**src/design/s3pm_pkg.sv**
```systemverilog
// Package for the serial-three pin function select block.
// Assumes a 32-bit Avalon-MM slave with byte addresses and eight pads.
package s3pm_pkg;
   // Byte offsets of the bus-visible registers
   localparam logic [3:0] S3PM_OFS_CTRL = 4'h0; // Bit 0 holds configuration state
   localparam logic [3:0] S3PM_OFS_INDEX = 4'h4; // Configuration index register
   localparam logic [3:0] S3PM_OFS_DATA = 4'h8; // Window onto the indexed register
   localparam logic [3:0] S3PM_OFS_STATUS = 4'hc; // Read-only view of both mux registers

   // Index values that open the two mux registers
   localparam logic [7:0] S3PM_IDX_MUX_LOW = 8'h48;
   localparam logic [7:0] S3PM_IDX_MUX_HIGH = 8'h49;

   // Reset values
   localparam logic [7:0] S3PM_MUX_RESET = 8'h00;
   localparam logic [7:0] S3PM_INDEX_RESET = 8'h00;
   localparam logic [31:0] S3PM_RDATA_RESET = 32'h0000_0000;

   // Field layout: four 2-bit selectors per register
   localparam int S3PM_FIELD_W = 2;
   localparam int S3PM_PINS = 8;
   localparam int S3PM_CFG_BIT = 0;

   // Field codes
   localparam logic [1:0] S3PM_FN_GPIO = 2'h0;
   localparam logic [1:0] S3PM_FN_ALT = 2'h1;

   // Pads whose serial function is an output (transmit, request to send, terminal ready)
   localparam logic [7:0] S3PM_ALT_OUT_MASK = 8'ha8;
   // Level seen by the serial port on an unrouted input: idle mark / inactive
   localparam logic S3PM_ALT_IDLE = 1'b1;

   // Bus handshake states, Gray along idle -> answer
   typedef enum logic [1:0] {
      S3PM_FSM_IDLE = 2'h0,
      S3PM_FSM_ACK = 2'h1
   } s3pm_fsm_t;

   // Whole state of the top module
   typedef struct packed {
      s3pm_fsm_t fsm;
      logic cfg;
      logic [7:0] index;
      logic [31:0] rdata;
   } s3pm_state_t;

   // Whole state of one mux register
   typedef struct packed {
      logic [7:0] value;
   } s3pm_mux_state_t;

   // Drive of one pad
   typedef struct packed {
      logic out;
      logic oe;
   } s3pm_pad_drive_t;
endpackage

```
**src/design/s3pm_mux_reg.sv**
```systemverilog
// One 8-bit pin mux register holding four 2-bit function selectors.
// Assumes the caller qualifies wr_en with configuration state and index.
module s3pm_mux_reg
   import s3pm_pkg::*;
(
   input wire logic clock,
   input wire logic resetn,
   input wire logic wr_en,
   input wire logic [7:0] wr_data,
   output logic [7:0] value
);
   s3pm_mux_state_t st_q; // Registered state
   s3pm_mux_state_t st_d; // Next state

   // Next value: every bit is plain read/write storage
   always_comb begin
      st_d = st_q;
      if (wr_en) begin
         st_d.value = wr_data;
      end
   end

   // Standby power-on reset puts every pad back to GPIO
   always_ff @(posedge clock or negedge resetn) begin
      if (!resetn) begin
         st_q.value <= S3PM_MUX_RESET;
      end else begin
         st_q <= st_d;
      end
   end

   assign value = st_q.value;
endmodule // s3pm_mux_reg

```
**src/design/s3pm_pin_cell.sv**
```systemverilog
// Routing of one pad between the GPIO block and one serial-three signal.
// Assumes pad direction comes from the GPIO direction setting.
module s3pm_pin_cell
   import s3pm_pkg::*;
#(
   parameter bit ALT_IS_OUTPUT = 1'b0
)
(
   input wire logic [1:0] sel,
   input wire logic gpio_out,
   input wire logic gpio_oe,
   input wire logic pad_in,
   input wire logic alt_out,
   output s3pm_pad_drive_t pad,
   output logic gpio_in,
   output logic alt_in
);
   logic alt_sel; // Serial function chosen; reserved codes fall back to GPIO

   assign alt_sel = (sel == S3PM_FN_ALT);

   // Direction is left to the GPIO direction bit, which software sets to suit
   assign pad.oe = gpio_oe;
   assign pad.out = (ALT_IS_OUTPUT && alt_sel) ? alt_out : gpio_out;
   // The GPIO input still sees the pad, so GPIO events keep working
   assign gpio_in = pad_in;
   // An unrouted serial input sees its idle level, never a floating pad
   assign alt_in = alt_sel ? pad_in : S3PM_ALT_IDLE;
endmodule // s3pm_pin_cell

```
**src/design/s3pm_top.sv**
```systemverilog
// Serial-three pin function select: Avalon-MM slave, index/data access, pad routing.
// Assumes a single 200 MHz clock and resetn as the standby power-on reset.
//
// The Avalon-MM slave port is this design's own decision.
module s3pm_top
   import s3pm_pkg::*;
(
   input wire logic clock,
   input wire logic resetn,
   // Avalon-MM slave
   input wire logic [3:0] address,
   input wire logic read,
   input wire logic write,
   input wire logic [3:0] byteenable,
   input wire logic [31:0] writedata,
   output logic [31:0] readdata,
   output logic waitrequest,
   // GPIO block side, bit 0 is gpio_pin_30 up to bit 7 gpio_pin_37
   input wire logic [7:0] gpio_out,
   input wire logic [7:0] gpio_oe,
   output logic [7:0] gpio_in,
   // Pads, same bit order
   input wire logic [7:0] pad_in,
   output logic [7:0] pad_out,
   output logic [7:0] pad_oe,
   // Serial port three side
   output logic port3_ring_indicator_n,
   output logic port3_carrier_detect_n,
   output logic port3_receive_data,
   input wire logic port3_transmit_data,
   output logic port3_data_set_ready_n,
   input wire logic port3_request_to_send_n,
   output logic port3_clear_to_send_n,
   input wire logic port3_terminal_ready_n
);
   s3pm_state_t st_q; // Registered state
   s3pm_state_t st_d; // Next state
   logic req; // A bus request is present
   logic accept; // Request completes at this edge
   logic wr_low; // Write strobe into the low mux register
   logic wr_high; // Write strobe into the high mux register
   logic [7:0] mux_low; // Selectors for pins 30-33
   logic [7:0] mux_high; // Selectors for pins 34-37
   logic [15:0] sel_all; // Both registers side by side
   logic [7:0] alt_out; // Serial outputs lined up by pad
   logic [7:0] alt_in; // Serial inputs lined up by pad
   logic [7:0] data_view; // Value behind the data window
   logic [31:0] rd_value; // Read value prepared for the answer
   logic lane0; // Low byte lane written
   s3pm_pad_drive_t pad_drv [S3PM_PINS]; // Per-pad drive

   assign req = read | write;
   // One wait cycle per access keeps the read path registered
   assign waitrequest = req && (st_q.fsm != S3PM_FSM_ACK);
   assign accept = req && (st_q.fsm == S3PM_FSM_ACK);
   assign lane0 = byteenable[0];

   // Data window decode: only in configuration state and with a matching index
   assign wr_low = accept && write && lane0 && (address == S3PM_OFS_DATA) && st_q.cfg
                   && (st_q.index == S3PM_IDX_MUX_LOW);
   assign wr_high = accept && write && lane0 && (address == S3PM_OFS_DATA) && st_q.cfg
                    && (st_q.index == S3PM_IDX_MUX_HIGH);

   // Value seen through the data window
   always_comb begin
      data_view = 8'h00;
      if (st_q.cfg) begin
         case (st_q.index)
            S3PM_IDX_MUX_LOW: data_view = mux_low;
            S3PM_IDX_MUX_HIGH: data_view = mux_high;
            default: data_view = 8'h00; // Other indices belong to other blocks
         endcase
      end
   end

   // Read multiplexer; unmapped offsets read as zero
   always_comb begin
      rd_value = 32'h0000_0000;
      case (address)
         S3PM_OFS_CTRL: rd_value = {31'h0000_0000, st_q.cfg};
         S3PM_OFS_INDEX: rd_value = {24'h00_0000, st_q.index};
         S3PM_OFS_DATA: rd_value = {24'h00_0000, data_view};
         S3PM_OFS_STATUS: rd_value = {16'h0000, mux_high, mux_low};
         default: rd_value = 32'h0000_0000;
      endcase
   end

   // Bus handshake and control state
   always_comb begin
      st_d = st_q;
      case (st_q.fsm)
         S3PM_FSM_IDLE: begin
            if (req) begin
               // Capture read data now; nothing else changes state before the answer
               st_d.fsm = S3PM_FSM_ACK;
               st_d.rdata = read ? rd_value : st_q.rdata;
            end
         end
         S3PM_FSM_ACK: begin
            st_d.fsm = S3PM_FSM_IDLE;
            if (write && lane0) begin
               if (address == S3PM_OFS_CTRL) begin
                  st_d.cfg = writedata[S3PM_CFG_BIT];
               end
               // The index only moves in configuration state
               if ((address == S3PM_OFS_INDEX) && st_q.cfg) begin
                  st_d.index = writedata[7:0];
               end
            end
         end
         default: begin
            st_d.fsm = S3PM_FSM_IDLE; // Recover from an illegal code
         end
      endcase
   end

   // State register
   always_ff @(posedge clock or negedge resetn) begin
      if (!resetn) begin
         st_q.fsm <= S3PM_FSM_IDLE;
         st_q.cfg <= 1'b0;
         st_q.index <= S3PM_INDEX_RESET;
         st_q.rdata <= S3PM_RDATA_RESET;
      end else begin
         st_q <= st_d;
      end
   end

   assign readdata = st_q.rdata;

   // The two mux registers
   s3pm_mux_reg u_mux_low (
      .clock(clock),
      .resetn(resetn),
      .wr_en(wr_low),
      .wr_data(writedata[7:0]),
      .value(mux_low)
   );

   s3pm_mux_reg u_mux_high (
      .clock(clock),
      .resetn(resetn),
      .wr_en(wr_high),
      .wr_data(writedata[7:0]),
      .value(mux_high)
   );

   // Serial outputs placed on their pads; input-only pads carry zero here
   assign alt_out = {port3_terminal_ready_n, 1'b0, port3_request_to_send_n, 1'b0,
                     port3_transmit_data, 3'h0};
   assign sel_all = {mux_high, mux_low};

   // One routing cell per pad, field i of the pair of registers steers pad i
   for (genvar i = 0; i < S3PM_PINS; i++) begin : g_pin
      s3pm_pin_cell #(
         .ALT_IS_OUTPUT(S3PM_ALT_OUT_MASK[i])
      ) u_cell (
         .sel(sel_all[S3PM_FIELD_W*i +: S3PM_FIELD_W]),
         .gpio_out(gpio_out[i]),
         .gpio_oe(gpio_oe[i]),
         .pad_in(pad_in[i]),
         .alt_out(alt_out[i]),
         .pad(pad_drv[i]),
         .gpio_in(gpio_in[i]),
         .alt_in(alt_in[i])
      );
      assign pad_out[i] = pad_drv[i].out;
      assign pad_oe[i] = pad_drv[i].oe;
   end

   // Serial inputs taken from their pads
   assign port3_ring_indicator_n = alt_in[0];
   assign port3_carrier_detect_n = alt_in[1];
   assign port3_receive_data = alt_in[2];
   assign port3_data_set_ready_n = alt_in[4];
   assign port3_clear_to_send_n = alt_in[6];
endmodule // s3pm_top

```
**config.mk**
```make
export PLATFORM = sky130hd
export DESIGN_NAME = s3pm_top
export DESIGN_NICKNAME = d
export VERILOG_FILES = /design/src/design/s3pm_pkg.sv /design/src/design/s3pm_mux_reg.sv /design/src/design/s3pm_pin_cell.sv /design/src/design/s3pm_top.sv
export SDC_FILE = /design/constraint.sdc
export NUM_CORES = 1
export LEC_CHECK = 0
export ABC_AREA = 1
export BUFFER_PORTS_ARGS = -buffer_cell sky130_fd_sc_hd__buf_2
export CORE_UTILIZATION = 49
export CTS_CLUSTER_DIAMETER = 50
export DETAILED_ROUTE_END_ITERATION = 7
export PLACE_DENSITY = 0.86
export REMOVE_ABC_BUFFERS = 1
export SETUP_SLACK_MARGIN = 0.1
export SYNTH_ARGS = -nofsm -noshare
export SYNTH_HDL_FRONTEND = slang
export SYNTH_SLANG_ARGS = --single-unit
```
**constraint.sdc**
```tcl
create_clock -name clock -period 2.9 [get_ports clock]
set_clock_uncertainty 0.1 [all_clocks]
set_input_delay 0.87 -clock clock [delete_from_list [all_inputs] [get_ports clock]]
set_output_delay 0.87 -clock clock [all_outputs]
set_load 0.05 [all_outputs]
```
==> flow_summary.toml, run 1 <==
[outcome]
status = "complete, no violations"

[global_route]
grt_pass1_vias = 1773
grt_pass1_wl_mm = 8.24
antenna_found_initial = 0
grt-ovfl-total = 0
grt_max_degree = 43
grt_usage_pct = 20.2

[synthesis]
yosysTopAreaCell = "dfrtp_1"
synthAdderAreaFrac_pct = 0
syn-cell-area_sq_um = 2530
synth_area_leaders = "dfrtp_1 41%, buf_4 16%, nand2_1 12%"
synthMuxAreaShare_pct = 0
yosys_warnings = 0
async_reset_ff_share_pct = 100
synth_edf_count = 0
synth.distinct_cells = 27
synth_xor_area_share_pct = 0
yosysTopAreaCellShare_pct = 41.5
synthesis.instances = 320
synth.most_common_cell = "nand2_1"
synth_common_cells = "79 x nand2_1, 54 x buf_4, 42 x dfrtp_1"
synth_top_family_by_area = "buffers and inverters"
synthSimpleGateAreaFrac_pct = 21.5
ys.flop_type = "dfrtp_1"
synth-compound-area-share_pct = 12.7
avgSynthCellArea_sq_um = 7.92
seq_area_frac_synth_pct = 41.5
synth-seq-cells = 42

[floorplanning]
initial_utilization_pct = 52.3
die_area_sq_um = 5460
fp.dieH_microns = 73.9
rows = 25
ios = 133
chipWidth_microns = 73.9
core_area_sq_um = 4850

[clocking]
clkLatencyLatePin_ns = 0.29
post_cts_buffers = 0
h-tree-depth = 2
numCtsBuffers = 5
cts-root-buf = "clkbuf_8"
clockBufferDepth = 2
cts.sinks = 42
cts_tree = "yes"
path_clk_slew_ns = 0.08
ctsResizeCount = 0
postCtsHoldBufs = 0

[sta]
finalSetupTns_ns = 0
worst_pin_slew_ns = 0.908
period_needed_ns = 2.37
drv_slew = 0
rsz0062_at_grt = "no"
min_period_over_period_pct = 81.6
max_slew_margin_pct = 39.4
setup_viol_count_final = 0
fmax_ghz = 0.423
hold_viol = 0

[final_layout]
diodes = 0
areaGrowthSynthToFinish_pct = 2.67
final_layout_size_suffix_gt1_share_pct = 24.0
final_cell_area_sq_um = 2600
nets = 411

[worst_setup_path]
cp.buffers_inverters = 3
rrSetupSlack_ns = 0.99
start_kind = "input pin"
crit_path_cell_trace = "buf_2, inv_1, a31oi_1, buf_2"
crit_type = "input pin to output pin"
critPathArrivalTime_ns = 1.40
critPathCaptureType = "output pin"
cp_max_fo = 1
path_common_cell = "buf_2"
slowest_stage = "buf_2"
cpPeakStageDelay_ns = 0.28
crit_family = "buffers and inverters"
cp.required_ns = 1.93

[place]
routabilityCongestion = 0.833
hpwl_mm = 3.99
place_area_sq_um = 2510
io_buffers = 57

[detailed_routing]
dr.first_iter.drc_count = 130
highest_layer = "met5"
routed-wl-met3_microns = 447
ant_nets = 0
wl_per_cell_microns = 12.7
detail_route.first_pass.iterations = 4
via_per_inst = 4.78
route.met2.wl_mm = 2.30
wirelength_mm = 5.18
drcViolationCount = 0
wl_met1_mm = 2.32
vias = 1949

[power_and_ir_drop]
p_per_area_nw_per_um2 = 501
irDropWorstVdd_mv = 0.284
leakage_nw = 1.41

[run]
drv_cap = 0

[min_path]
hp-class = "flip-flop to flip-flop"
## per-layer routing
layer,GRT usage (%),up-vias
met5,6.48,-
met4,7.91,2
met3,7.54,8
met2,30.1,87
met1,26.1,877
li1,-,975
## path summary, 6_finish.rpt
check                                       to  cells past startpoint              startpoint
hold / removal                     readdata[7]                      2             readdata[7]
min in group asynchronous   u_mux_low.value[6]                      1                  resetn
hold reg to reg                    readdata[7]                      2             readdata[7]
max in group asynchronous         readdata[11]                      1                  resetn
setup reg to reg           u_mux_high.value[2]                      7                st_q[33]
setup / recovery                    pad_out[7]                      4  port3_terminal_ready_n
## power by group
part           total, W  internal, W  switching (W)
registers      0.000636     0.000619      0.0000163
clock network  0.000381     0.000192       0.000189
logic          0.000286    0.0000623       0.000224
## cells in the final DEF, fill, tap and decap left out, types with 4 or more instances in the layout
master,instances
a21oi_1,4
dfrtp_1,42
nor2_1,20
nand2_1,79
nand3_1,14
conb_1,16
clkbuf_8,6
o22ai_1,7
o31ai_1,6
o21ai_0,25
buf_2,57
inv_1,40
a21oi_2,6
## final cells by class
type / count / area [sq um]
clock buffer: 7 / 86.3
clock inverter: 1 / 5.00
fill: 456 / 2250
inverter: 40 / 150
multi-input combinational: 192 / 926
sequential: 42 / 1050
tap: 67 / 83.8
timing repair buffer: 59 / 300
## stage by stage
| stage | instances | worst slack, ns | hold slack, ns | total power [W] | utilization, % |
|---|---|---|---|---|---|
| 2_1_floorplan | 274 | 0.214 | 0.355 | 0.000840 | - |
| 3_3_place_gp | 400 | 0.471 | 0.360 | 0.000927 | 51.8 |
| 3_5_place_dp | 400 | 0.452 | 0.362 | 0.000934 | 51.8 |
| 4_1_cts | 408 | 0.525 | 0.382 | 0.00131 | 53.7 |
| 5_1_grt | 408 | 0.496 | 0.399 | 0.00136 | 53.7 |
| 6_report | 408 | 0.534 | 0.377 | 0.00130 | 53.7 |
## tightest hold or removal path, cell delays in order (launching register included)
cell,delay [ns]
dfrtp_1,0.34
nand2_1,0.05
nand2_1,0.05
## sequential cells by signal, summed over array words and instances (netlist names)
signal,count
readdata,16
st_q,10
u_mux_high.value,8
u_mux_low.value,8
## cell families after synthesis
group,after synthesis
flip-flops,42
AO/OA/AOI/OAI,53
AND/OR/NAND/NOR,123
other,1
buffers and inverters,101
Power figures use the tool's default switching activity.
==> run 2, diff against run 1 <==
--- a/config.mk
+++ b/config.mk
@@ -7,10 +7,10 @@
 export LEC_CHECK = 0
 export ABC_AREA = 1
 export BUFFER_PORTS_ARGS = -buffer_cell sky130_fd_sc_hd__buf_2
-export CORE_UTILIZATION = 49
+export CORE_UTILIZATION = 41
 export CTS_CLUSTER_DIAMETER = 50
 export DETAILED_ROUTE_END_ITERATION = 7
-export PLACE_DENSITY = 0.86
+export PLACE_DENSITY = 0.77
 export REMOVE_ABC_BUFFERS = 1
 export SETUP_SLACK_MARGIN = 0.1
 export SYNTH_ARGS = -nofsm -noshare
==> constraint.sdc (replaced) <==
create_clock -name clock -period 2.1 [get_ports clock]
set_clock_uncertainty 0.1 [all_clocks]
set_input_delay 0.63 -clock clock [delete_from_list [all_inputs] [get_ports clock]]
set_output_delay 0.63 -clock clock [all_outputs]
set_load 0.05 [all_outputs]
==> flow_summary.toml, run 2 (same netlist as run 1, synthesis figures left out) <==
[detailed_routing]
drcViolationCount = 0
wl_per_cell_microns = 12.3
ant_nets = 0
dr.first_iter.drc_count = 98
via_per_inst = 4.66
detail_route.first_pass.iterations = 4
vias = 1971
wirelength_mm = 5.19

[final_layout]
fill_cells = 602
final_common_cell = "nand2_1"
nets = 419
diodes = 0
areaGrowthSynthToFinish_pct = 6.96
layout.cells.non_filler = 423
layout_common_cells = "79 x nand2_1, 55 x buf_2, 42 x dfrtp_1"
largest_reg_flops = 16
final_layout_size_suffix_gt1_share_pct = 26.4
final_cell_area_sq_um = 2710

[power_and_ir_drop]
leakage_nw = 1.46
p_clk_share_pct = 33.4
power_frac_seq_pct = 45.4
irDropWorstVdd_mv = 0.289
power_switching_w = 0.000600
p_per_area_nw_per_um2 = 714
power_frac_comb_pct = 21.1
p_sw_share_pct = 31.0
intPower_w = 0.00133

[worst_setup_path]
cp_max_fo = 4
crit_type = "flip-flop to output pin"
cp.required_ns = 1.37
start_kind = "flip-flop"
critPathCaptureType = "output pin"
critPathArrivalTime_ns = 1.20

[place]
place_area_sq_um = 2590
io_buffers = 57
routabilityCongestion = 0.842
hpwl_mm = 3.97
place_inst = 416

[sta]
finalSetupTns_ns = 0
min_period_over_period_pct = 91.7
rsz0062_at_grt = "yes"
hold_viol = 0
period_needed_ns = 1.93
drv_slew = 0
fmax_ghz = 0.519
setup_viol_count_final = 0

[floorplanning]
die_area_sq_um = 6500
initial_utilization_pct = 42.6
core_area_sq_um = 5960
fp.dieH_microns = 80.6
rows = 28
chipWidth_microns = 80.6
ios = 133

[clocking]
clkLatencyLatePin_ns = 0.30
cts.sinks = 42
path_clk_slew_ns = 0.08
post_cts_buffers = 0
clockBufferDepth = 2
h-tree-depth = 2
cts-root-buf = "clkbuf_8"
cts_tree = "yes"
numCtsBuffers = 5

[run]
drv_cap = 0

[global_route]
grt-ovfl-total = 0
grt_usage_pct = 17.7
grt_pass1_wl_mm = 8.74
grt_max_degree = 43
grt_pass1_vias = 1946
antenna_found_initial = 0

[outcome]
status = "complete, no violations"

[min_path]
hp-class = "input pin to asynchronous set/reset pin"
[run 2: per-stage QoR]
step	setup WS (ns)	util [%]	power (W)	hold slack (ns)
final	0.174	45.5	0.00194	0.186
after global placement	0.224	43.6	0.00129	0.362
after detailed placement	0.206	43.6	0.00130	0.366
after global routing	0.0739	45.5	0.00202	0.211
after CTS	0.121	45.5	0.00195	0.194
after floorplan	-0.106	-	0.00116	0.234
[run 2: routing by layer]
layer  track usage (%)  part of all wire, %  routed length, microns  up-vias
met1              22.2                   44                    2300      884
met3              4.55                  7.9                     408        8
met4              8.93                  1.4                      74        0
li1                  -                    -                       -      998
met5             0.909                    0                       0        -
met2              27.8                   46                    2400       81
[run 2: critical path, stage by stage (launching register included)]
cell and delay [ns]:
dfrtp_1 0.39, inv_2 0.09, a21oi_1 0.06, a31oi_1 0.14, buf_4 0.22
[run 2: cell type report]
| cell class | instances | area, sq um | share of cell area (%) |
|---|---|---|---|
| clock buffers | 6 | 82.6 | 3.05 |
| flip-flops and latches | 42 | 1050 | 38.8 |
| inverters | 40 | 150 | 5.54 |
| clock inverters | 1 | 30.0 | 1.11 |
| multi-input cells | 192 | 926 | 34.1 |
| well taps | 75 | 93.8 | 3.46 |
| repair buffers | 67 | 378 | 13.9 |
[run 2: power groups by stage]
stage               sequential, W  clock (W)  combinational, W
floorplan                0.000965          0          0.000195
global placement         0.000893          0          0.000401
detailed placement       0.000894          0          0.000409
CTS                      0.000879   0.000658          0.000412
global route             0.000885   0.000687          0.000447
finish                   0.000879   0.000647          0.000409
[run 2: timing repair]
| action | CTS | global route |
|---|---|---|
| gates cloned | 0 | 0 |
| hold buffers | 0 | 0 |
| setup endpoints to repair | 2 | 2 |
| resized for setup | 2 | 2 |
[run 2: worst paths after layout]
path | from | end | slack [ns] | depth (start not counted)
worst max-delay path | u_mux_high.value[3] | pad_out[5] | 0.17 | 4
worst min-delay path | resetn | st_q[41] | 0.19 | 2
worst max register to register | st_q[39] | u_mux_high.value[6] | 0.49 | 9
worst min register to register | readdata[12] | readdata[12] | 0.38 | 2
max in group asynchronous | resetn | u_mux_low.value[5] | 1.51 | 2
min in group clock | readdata[12] | readdata[12] | 0.38 | 2
